File: config.mk
export PLATFORM = sky130hd
export DESIGN_NAME = tqo_timer
export DESIGN_NICKNAME = d
export VERILOG_FILES = /design/src/tqo_pkg.sv /design/src/tqo_timer.sv
export SDC_FILE = /design/constraint.sdc
export NUM_CORES = 1
export LEC_CHECK = 0
export BUFFER_PORTS_ARGS = -buffer_cell sky130_fd_sc_hd__buf_2
export CAP_MARGIN = 40
export CORE_MARGIN = 10
export CORE_UTILIZATION = 40
export CTS_CLUSTER_SIZE = 40
export DETAILED_ROUTE_END_ITERATION = 16
export SETUP_SLACK_MARGIN = 0.4
export SYNTH_ARGS = -nofsm -noshare
export SYNTH_HDL_FRONTEND = slang
export SYNTH_SLANG_ARGS = --single-unit
File: constraint.sdc
create_clock -name pclk -period 3.4 [get_ports pclk]
set_input_delay 0.17 -clock pclk [delete_from_list [all_inputs] [get_ports pclk]]
set_output_delay 0.17 -clock pclk [all_outputs]
set_load 0.1 [all_outputs]
File: src/tqo_pkg.sv
// Contract
// RULE_01: Two-phase counting takes events from the aux input and aux output pin pair.
// RULE_02: Two-phase overflow or underflow reloads and continues unless free-run is set.
// RULE_03: Divide by FFFF minus n plus 1 counting up, n plus 1 counting down.
// RULE_04: Two-phase counter runs while start flag is one, halts when cleared.
// RULE_05: Two-phase overflow or underflow raises the channel interrupt request.
// RULE_06: Software sets both aux pins as inputs before two-phase counting.
// RULE_07: Two-phase count register read returns the live counter.
// RULE_08: Count write while stopped updates reload register and counter.
// RULE_09: Count write while counting updates reload only; counter takes it at reload.
// RULE_10: Normal processing: aux output high, input rise counts up, fall counts down.
// RULE_11: Multiply-by-4 counts all edges; input leading counts up, otherwise down. Code counts up when the output pin leads, down when the input pin leads.
// RULE_12: Channel 3 selects processing; channel 2 fixed normal, channel 4 fixed x4.
// RULE_13: One-shot counter decrements once per selected prescaled clock tick.
// RULE_14: One-shot reaching zero reloads the reload value and stops.
// RULE_15: One-shot trigger while running reloads and restarts counting.
// RULE_16: One-shot starts on external trigger, source overflow, or software start.
// RULE_17: One-shot stops after the zero reload or when start flag clears.
// RULE_18: One-shot raises the channel interrupt request when count reaches zero.
// RULE_19: One-shot aux input pin is port pin or external trigger input.
// RULE_20: One-shot aux output pin is port pin or pulse output.
// RULE_21: One-shot count register read value is undefined.
// RULE_22: Free-run mode wraps on overflow or underflow without reloading.
// RULE_23: Counter, reload register and count register are sixteen bits.
// RULE_24: One-shot run length equals the set value in clock ticks.
package tqo_pkg;

  // ==========================================================
  // Widths
  localparam int CNT_W  = 16;
  localparam int ADDR_W = 8;
  localparam int DATA_W = 32;

  // ==========================================================
  // Register offsets
  localparam logic [ADDR_W-1:0] OFS_COUNT   = 8'h00;
  localparam logic [ADDR_W-1:0] OFS_CTRL    = 8'h04;
  localparam logic [ADDR_W-1:0] OFS_ONESHOT = 8'h08;
  localparam logic [ADDR_W-1:0] OFS_STATUS  = 8'h0C;
  localparam logic [ADDR_W-1:0] OFS_PORTDIR = 8'h10;
  localparam logic [ADDR_W-1:0] OFS_PORTDAT = 8'h14;

  // ==========================================================
  // Field positions and reset values
  localparam int CTRL_W          = 10;
  localparam int ONESHOT_GO_BIT  = 0;
  localparam logic [CNT_W-1:0]  CNT_MAX      = 16'hFFFF;
  localparam logic [CNT_W-1:0]  CNT_ZERO     = 16'h0000;
  localparam logic [CNT_W-1:0]  CNT_ONE      = 16'h0001;
  localparam logic [CNT_W-1:0]  COUNT_RST    = 16'h0000;
  localparam logic [1:0]        PORT_RST     = 2'h0;

  // ==========================================================
  // Prescaler counts
  localparam int DIV_W = 5;
  localparam logic [DIV_W-1:0] DIV8_LAST  = 5'h07;
  localparam logic [DIV_W-1:0] DIV32_LAST = 5'h1F;
  localparam logic [2:0]       DIV8_MASK  = 3'h7;

  // ==========================================================
  // Clock source select
  typedef enum logic [1:0] {
    CLK_MAIN_DIV1  = 2'h0,
    CLK_MAIN_DIV8  = 2'h1,
    CLK_MAIN_DIV32 = 2'h2,
    CLK_SUB_DIV32  = 2'h3
  } tqo_clksel_e;

  // ==========================================================
  // One-shot state
  typedef enum logic [1:0] {
    OS_IDLE = 2'b00,
    OS_RUN  = 2'b01
  } tqo_state_e;

  // ==========================================================
  // Control register layout, bit 0 is start
  typedef struct packed {
    logic        pulse_en;
    logic        trig_ovf;
    logic        trig_rise;
    logic        trig_ext;
    tqo_clksel_e clksel;
    logic        mul4;
    logic        free_run;
    logic        oneshot;
    logic        start;
  } tqo_ctrl_s;

  localparam tqo_ctrl_s CTRL_RST = 10'h000;

endpackage

File: src/tqo_timer.sv
// Chosen here: the register offsets and register access over APB.
module tqo_timer
  import tqo_pkg::*;
#(
  parameter int CHANNEL_ID = 3
) (
  input  wire logic              pclk,
  input  wire logic              presetn,
  input  wire logic              psel,
  input  wire logic              penable,
  input  wire logic              pwrite,
  input  wire logic [ADDR_W-1:0] paddr,
  input  wire logic [DATA_W-1:0] pwdata,
  output logic      [DATA_W-1:0] prdata,
  output logic                   pready,
  output logic                   pslverr,
  input  wire logic              aux_input_pin_i,
  output logic                   aux_input_pin_o,
  output logic                   aux_input_pin_oe,
  input  wire logic              aux_output_pin_i,
  output logic                   aux_output_pin_o,
  output logic                   aux_output_pin_oe,
  input  wire logic              subclock_tick,
  input  wire logic              src_overflow,
  output logic                   irq_pulse
);

  // ==========================================================
  // Registers
  tqo_ctrl_s               ctrl_reg;
  tqo_ctrl_s               ctrl_next;
  logic [CNT_W-1:0]        cnt_reg;
  logic [CNT_W-1:0]        cnt_next;
  logic [CNT_W-1:0]        reload_reg;
  logic [CNT_W-1:0]        reload_next;
  tqo_state_e              state_reg;
  tqo_state_e              state_next;
  logic [1:0]              dir_reg;
  logic [1:0]              dat_reg;
  logic                    in_prev_reg;
  logic                    out_prev_reg;
  logic                    prev_ok_reg;
  logic [DIV_W-1:0]        main_div_reg;
  logic [DIV_W-1:0]        sub_div_reg;
  logic                    irq_reg;
  logic                    irq_next;
  logic [DATA_W-1:0]       rdata_reg;
  logic                    err_reg;

  // ==========================================================
  // Bus decode
  wire                     setup_ph   = psel & ~penable;
  wire                     access_ph  = psel & penable;
  wire                     wr_en      = access_ph & pwrite;
  wire                     hit_count  = (paddr == OFS_COUNT);
  wire                     hit_ctrl   = (paddr == OFS_CTRL);
  wire                     hit_os     = (paddr == OFS_ONESHOT);
  wire                     hit_status = (paddr == OFS_STATUS);
  wire                     hit_dir    = (paddr == OFS_PORTDIR);
  wire                     hit_dat    = (paddr == OFS_PORTDAT);
  wire                     hit_any    = hit_count | hit_ctrl | hit_os | hit_status |
                                        hit_dir | hit_dat;
  wire                     wr_count   = wr_en & hit_count;
  wire                     wr_ctrl    = wr_en & hit_ctrl;
  wire                     wr_os      = wr_en & hit_os;
  wire                     wr_dir     = wr_en & hit_dir;
  wire                     wr_dat     = wr_en & hit_dat;
  wire [CNT_W-1:0]         wr_val     = pwdata[CNT_W-1:0];

  // ==========================================================
  // Mode qualifiers
  wire                     mul4_sel   = (CHANNEL_ID == 3) ? ctrl_reg.mul4 :
                                        (CHANNEL_ID == 4);  // RULE_12
  wire                     tp_active  = ~ctrl_reg.oneshot & ctrl_reg.start;  // RULE_04
  wire                     os_enable  = ctrl_reg.oneshot & ctrl_reg.start;
  wire                     os_running = (state_reg == OS_RUN);
  wire                     busy       = tp_active | os_running;
  wire [CNT_W-1:0]         load_val   = wr_count ? wr_val : reload_reg;  // RULE_09

  // ==========================================================
  // Pin edge detection
  wire                     in_rise    = prev_ok_reg & aux_input_pin_i & ~in_prev_reg;
  wire                     in_fall    = prev_ok_reg & ~aux_input_pin_i & in_prev_reg;
  wire                     in_chg     = prev_ok_reg & (aux_input_pin_i ^ in_prev_reg);
  wire                     out_chg    = prev_ok_reg & (aux_output_pin_i ^ out_prev_reg);

  // ==========================================================
  // Two-phase step decode
  wire                     n_up       = aux_output_pin_i & in_rise;  // RULE_10
  wire                     n_dn       = aux_output_pin_i & in_fall;  // RULE_10
  wire                     m4_step    = in_chg ^ out_chg;  // RULE_11
  wire                     m4_dir_up  = in_prev_reg ^ aux_output_pin_i;  // RULE_11
  wire                     m4_up      = m4_step & m4_dir_up;
  wire                     m4_dn      = m4_step & ~m4_dir_up;
  wire                     tp_up      = tp_active & (mul4_sel ? m4_up : n_up);  // RULE_01
  wire                     tp_dn      = tp_active & (mul4_sel ? m4_dn : n_dn);  // RULE_01
  wire                     tp_ovf     = tp_up & (cnt_reg == CNT_MAX);
  wire                     tp_unf     = tp_dn & (cnt_reg == CNT_ZERO);
  wire                     tp_wrap    = tp_ovf | tp_unf;

  // ==========================================================
  // Prescaled ticks
  wire                     tick_div8  = (main_div_reg[2:0] == DIV8_MASK);
  wire                     tick_div32 = (main_div_reg == DIV32_LAST);
  wire                     tick_sub   = subclock_tick & (sub_div_reg == DIV32_LAST);
  logic                    os_tick;

  always_comb begin
    case (ctrl_reg.clksel)
      CLK_MAIN_DIV1:  os_tick = 1'b1;
      CLK_MAIN_DIV8:  os_tick = tick_div8;
      CLK_MAIN_DIV32: os_tick = tick_div32;
      CLK_SUB_DIV32:  os_tick = tick_sub;
      default:        os_tick = 1'b0;
    endcase
  end

  // ==========================================================
  // One-shot triggers
  wire                     ext_edge   = ctrl_reg.trig_rise ? in_rise : in_fall;
  wire                     trig_ext   = ctrl_reg.trig_ext & ext_edge;  // RULE_19
  wire                     trig_ovf   = ctrl_reg.trig_ovf & src_overflow;
  wire                     trig_sw    = wr_os & pwdata[ONESHOT_GO_BIT];
  wire                     os_trigger = os_enable & (trig_ext | trig_ovf | trig_sw);  // RULE_16
  wire                     os_last    = (cnt_reg <= CNT_ONE);

  // ==========================================================
  // Counter, reload and state next values
  always_comb begin
    cnt_next    = cnt_reg;
    reload_next = reload_reg;
    state_next  = state_reg;
    irq_next    = 1'b0;
    if (wr_count) begin
      reload_next = wr_val;  // RULE_09
      if (!busy) begin
        cnt_next = wr_val;  // RULE_08
      end
    end
    if (tp_wrap) begin
      irq_next = 1'b1;  // RULE_05
      if (ctrl_reg.free_run) begin
        cnt_next = tp_ovf ? CNT_ZERO : CNT_MAX;  // RULE_22
      end else begin
        cnt_next = load_val;  // RULE_02 RULE_03
      end
    end else if (tp_up) begin
      cnt_next = cnt_reg + CNT_ONE;
    end else if (tp_dn) begin
      cnt_next = cnt_reg - CNT_ONE;
    end
    case (state_reg)
      OS_IDLE: begin
        if (os_trigger) begin
          cnt_next   = load_val;
          state_next = OS_RUN;
        end
      end
      OS_RUN: begin
        if (!os_enable) begin
          state_next = OS_IDLE;  // RULE_17
        end else if (os_trigger) begin
          cnt_next = load_val;  // RULE_15
        end else if (os_tick) begin
          if (os_last) begin
            cnt_next   = load_val;  // RULE_14
            state_next = OS_IDLE;  // RULE_17
            irq_next   = 1'b1;  // RULE_18
          end else begin
            cnt_next = cnt_reg - CNT_ONE;  // RULE_13 RULE_24
          end
        end
      end
      default: begin
        state_next = OS_IDLE;
      end
    endcase
  end

  // ==========================================================
  // Control next value
  always_comb begin
    ctrl_next = ctrl_reg;
    if (wr_ctrl) begin
      ctrl_next = tqo_ctrl_s'(pwdata[CTRL_W-1:0]);
    end
  end

  // ==========================================================
  // Read mux
  wire [DATA_W-1:0]        rd_count   = {{(DATA_W-CNT_W){1'b0}}, cnt_reg};  // RULE_07 RULE_21
  wire [DATA_W-1:0]        rd_ctrl    = {{(DATA_W-CTRL_W){1'b0}}, ctrl_reg};
  wire [DATA_W-1:0]        rd_status  = {28'h000_0000, aux_output_pin_i, aux_input_pin_i,
                                         aux_output_pin_o, os_running};
  wire [DATA_W-1:0]        rd_dir     = {{(DATA_W-2){1'b0}}, dir_reg};
  wire [DATA_W-1:0]        rd_dat     = {28'h000_0000, aux_output_pin_i, aux_input_pin_i,
                                         dat_reg};
  wire [DATA_W-1:0]        rd_mux     = hit_count  ? rd_count  :
                                        hit_ctrl   ? rd_ctrl   :
                                        hit_status ? rd_status :
                                        hit_dir    ? rd_dir    :
                                        hit_dat    ? rd_dat    : 32'h0000_0000;

  // ==========================================================
  // Bus answer
  always_ff @(posedge pclk or negedge presetn) begin
    if (!presetn) begin
      rdata_reg <= 32'h0000_0000;
      err_reg   <= 1'b0;
    end else if (setup_ph) begin
      rdata_reg <= pwrite ? 32'h0000_0000 : rd_mux;
      err_reg   <= ~hit_any;
    end
  end

  assign prdata  = rdata_reg;
  assign pready  = 1'b1;
  assign pslverr = err_reg & access_ph;

  // ==========================================================
  // Core registers
  always_ff @(posedge pclk or negedge presetn) begin
    if (!presetn) begin
      ctrl_reg   <= CTRL_RST;
      cnt_reg    <= COUNT_RST;
      reload_reg <= COUNT_RST;
      state_reg  <= OS_IDLE;
      irq_reg    <= 1'b0;
    end else begin
      ctrl_reg   <= ctrl_next;
      cnt_reg    <= cnt_next;  // RULE_23
      reload_reg <= reload_next;  // RULE_23
      state_reg  <= state_next;
      irq_reg    <= irq_next;
    end
  end

  // ==========================================================
  // Port registers
  always_ff @(posedge pclk or negedge presetn) begin
    if (!presetn) begin
      dir_reg <= PORT_RST;
      dat_reg <= PORT_RST;
    end else begin
      if (wr_dir) begin
        dir_reg <= pwdata[1:0];  // RULE_06
      end
      if (wr_dat) begin
        dat_reg <= pwdata[1:0];
      end
    end
  end

  // ==========================================================
  // Pin history and prescalers
  always_ff @(posedge pclk or negedge presetn) begin
    if (!presetn) begin
      in_prev_reg  <= 1'b0;
      out_prev_reg <= 1'b0;
      prev_ok_reg  <= 1'b0;
      main_div_reg <= 5'h00;
      sub_div_reg  <= 5'h00;
    end else begin
      in_prev_reg  <= aux_input_pin_i;
      out_prev_reg <= aux_output_pin_i;
      prev_ok_reg  <= 1'b1;
      main_div_reg <= main_div_reg + 5'h01;
      if (subclock_tick) begin
        sub_div_reg <= sub_div_reg + 5'h01;
      end
    end
  end

  // ==========================================================
  // Pin drive
  wire                     pulse_mode = ctrl_reg.oneshot & ctrl_reg.pulse_en;
  wire                     trig_mode  = ctrl_reg.oneshot & ctrl_reg.trig_ext;

  assign aux_input_pin_o   = dat_reg[0];
  assign aux_input_pin_oe  = dir_reg[0] & ~trig_mode;  // RULE_19
  assign aux_output_pin_o  = pulse_mode ? os_running : dat_reg[1];  // RULE_20
  assign aux_output_pin_oe = pulse_mode | dir_reg[1];  // RULE_20
  assign irq_pulse         = irq_reg;

endmodule

==> impl_metrics.tcl <==
set metrics [dict create \
    rsz0062_at_grt "no" \
    critPathMaxStageDelay_ps 420 \
    fin_crit_ps 2821 \
    tightest_slew_ps 860.6 \
    required_ps 3640 \
    skew_ps 9.923 \
    portBuffers 54 \
    crit_buf_inv 2 \
    antenna_cells 0 \
    root_buffer "clkbuf_16" \
    ir_drop_mv 0.2824 \
    holdCritPathClass "in2reg" \
    clock_path_buffers 2 \
    syn_inst 623 \
    syn-cell-area_sq_mm 0.005617 \
    path_cells "inv_1 > ha_1 > nor3b_2 > nand2_1 > buf_4 > or3_1 > o211ai_1 > a22o_1 > nand2_1 > a31o_2" \
    rows 43 \
    start_util_pct 40.62 \
    place_area_sq_mm 0.006080 \
    relSlewSlack_pct 42.37 \
    cts.clk_slew.worst_paths_ps 70 \
    synth-seq-area-share_pct 34.75 \
    first_iter_violations 672 \
    nets 732 \
    routed_via_density 6.170 \
    multiInputGateArea_sq_mm 0.003297 \
    register_area_sq_mm 0.001952 \
    syn2layout_area_growth_pct 14.15 \
    drc_errors 0 \
    clock_latency_ps 360 \
    die_h_um 138.5 \
    ys_ff_latch 78 \
    cp.arrival_ps 3060 \
    dr.pass1.iters 5 \
    design.die.area_sq_mm 0.01918 \
    mostFrequentLayoutCell "dfrtp_1" \
    outcome "complete, no violations" \
    antenna_found_initial 0 \
    worstSetupStartpointType "flop" \
    n_fill_cell 1356 \
    async_reset_ff_share_pct 100.0 \
    p_leak_nw 2.939 \
    cts_tree "built" \
    die_w_um 138.5 \
    io_pins 88 \
    min_period_over_period_pct 82.98 \
    drt-total-wl_mm 19.01 \
    cts_sinks 78 \
    setup_violations 0 \
    most-common-layout-cells "78 x dfrtp_1, 53 x buf_2, 49 x nand2_1, 49 x o21ai_0, 31 x nor2_1" \
    grt_pass1_vias 4979 \
    track_usage_pct 19.13 \
    grt_max_degree 44 \
    worstSetupPathType "reg2reg" \
    slew_violations 0 \
    ys_types 80 \
    p_per_area_mw_per_mm2 399.8 \
    setup_tns_ps 0 \
    synth_edf_count 0 \
    slowest_stage "dfrtp_1" \
    hold_violations 0 \
    layout-drive-gt1-share_pct 21.62 \
    htreeDepth 3 \
    postRouteAntennaNets 0 \
    crit_top_cell "nand2_1" \
    grt_pass1_wl_mm 29.57 \
    gr-total-overflow 0 \
    postLayoutCellArea_sq_mm 0.006411 \
    cts_buffers 9 \
    rrSetupSlack_ps 580 \
    place_hpwl_mm 14.20 \
    vias 5306 \
    ys_warn_count 0 \
    maxCapViolations 0 \
    routabilityCongestion 0.9520 \
    cpLargestDelayFamily "simple AND/OR/NAND/NOR gates" \
    coreArea_sq_mm 0.01383 \
    max_freq_mhz 354.4 \
    synth-main-ff-cell "dfrtp_1" \
    cp-end-kind "flop" \
    postSynthAreaPerCell_sq_um 9.015 \
    crit_fanout 6 \
    post_cts_buffers 0 \
    wl_per_cell_um 22.10 \
]
[per-stage QoR]
| stage | power [mW] | utilization [%] | setup WS [ps] | hold WS, ps | std cells |
|---|---|---|---|---|---|
| after floorplan | 1.430 | - | 550.5 | -125.6 | 639 |
| after global placement | 1.531 | 43.82 | 583.3 | 398.3 | 842 |
| after detailed placement | 1.547 | 43.97 | 544.5 | 174.5 | 843 |
| after CTS | 2.574 | 46.29 | 541.1 | 41.63 | 860 |
| after global routing | 2.670 | 46.37 | 405.0 | 45.82 | 860 |
| final | 2.563 | 46.37 | 578.5 | 46.01 | 860 |
[final cells by class]
| class | instances | area share, % |
|---|---|---|
| inverters | 25 | 1.464 |
| clock inverters | 5 | 0.8977 |
| multi-input cells | 476 | 51.42 |
| flip-flops and latches | 78 | 30.44 |
| repair buffers | 85 | 8.314 |
| well taps | 180 | 3.513 |
| clock buffers | 11 | 3.942 |
[cells in the mapped netlist, types with 6 or more instances]
master / instances / area (sq um)
ha_1: 8 / 100.1
clkbuf_1: 21 / 78.83
a21o_1: 6 / 45.04
nor3_1: 19 / 95.09
nor4_1: 9 / 56.30
a221oi_1: 7 / 61.31
nand2_1: 49 / 183.9
buf_4: 21 / 157.7
inv_1: 25 / 93.84
mux2i_1: 28 / 280.3
and3_1: 9 / 56.30
o211ai_1: 8 / 60.06
dfrtp_1: 78 / 1952
o31ai_1: 6 / 45.04
xor2_1: 11 / 96.34
buf_2: 9 / 45.04
nand3_1: 16 / 80.08
xnor2_1: 14 / 122.6
a22o_1: 14 / 122.6
nor2_1: 31 / 116.4
o21ai_0: 49 / 245.2
or3_1: 12 / 75.07
nand4_1: 11 / 68.82
a21oi_1: 18 / 90.09
a22oi_1: 8 / 60.06
mux2_2: 22 / 247.7
[where the power goes]
| part | switching [mW] | total (mW) | internal, mW |
|---|---|---|---|
| clock network | 0.417 | 1.02 | 0.607 |
| registers | 0.0972 | 1.08 | 0.988 |
| logic | 0.287 | 0.454 | 0.167 |
| total | 0.801 | 2.56 | 1.76 |
[kinds of logic (layout without fill, tap and decap cells)]
group / count (synthesis) / count (layout) / share of synthesized area, %
buffers and inverters: 85 / 126 / 7.930
flip-flops: 78 / 78 / 34.75
XOR/XNOR: 26 / 26 / 4.299
AND/OR/NAND/NOR: 194 / 194 / 18.65
adder cells (fa/ha/maj): 8 / 8 / 1.782
other: 2 / 18 / 0.1337
multiplexers: 50 / 50 / 9.401
AO/OA/AOI/OAI: 180 / 180 / 23.06
[timing repair]
| action | 4_1_cts | 5_1_grt |
|---|---|---|
| hold endpoints to repair | 35 | 0 |
| setup endpoints to repair | 0 | 8 |
| hold buffers | 1 | 0 |
| gates resized for setup | 0 | 2 |
[layer usage]
layer  GRT usage (%)  share of wire [%]  wire length, um
met1           26.02                 43             8198
met2           29.72                 47             8891
met3           3.288                7.6             1446
met4           6.826                2.5              471
met5               0                  0                0
[path summary, 6_finish.rpt]
path,endpoint,cells after the start,startpoint
max in group asynchronous,reload_reg[0]$_DFF_PN0_,3,presetn
hold reg to reg,main_div_reg[0]$_DFF_PN0_,1,main_div_reg[0]$_DFF_PN0_
setup / recovery,cnt_reg[10]$_DFF_PN0_,10,cnt_reg[1]$_DFF_PN0_
hold / removal,out_prev_reg$_DFF_PN0_,1,aux_output_pin_i
min in group asynchronous,prdata[12]$_DFFE_PN0P_,2,presetn
setup reg to reg,cnt_reg[10]$_DFF_PN0_,10,cnt_reg[1]$_DFF_PN0_
Power figures use the tool's default switching activity.
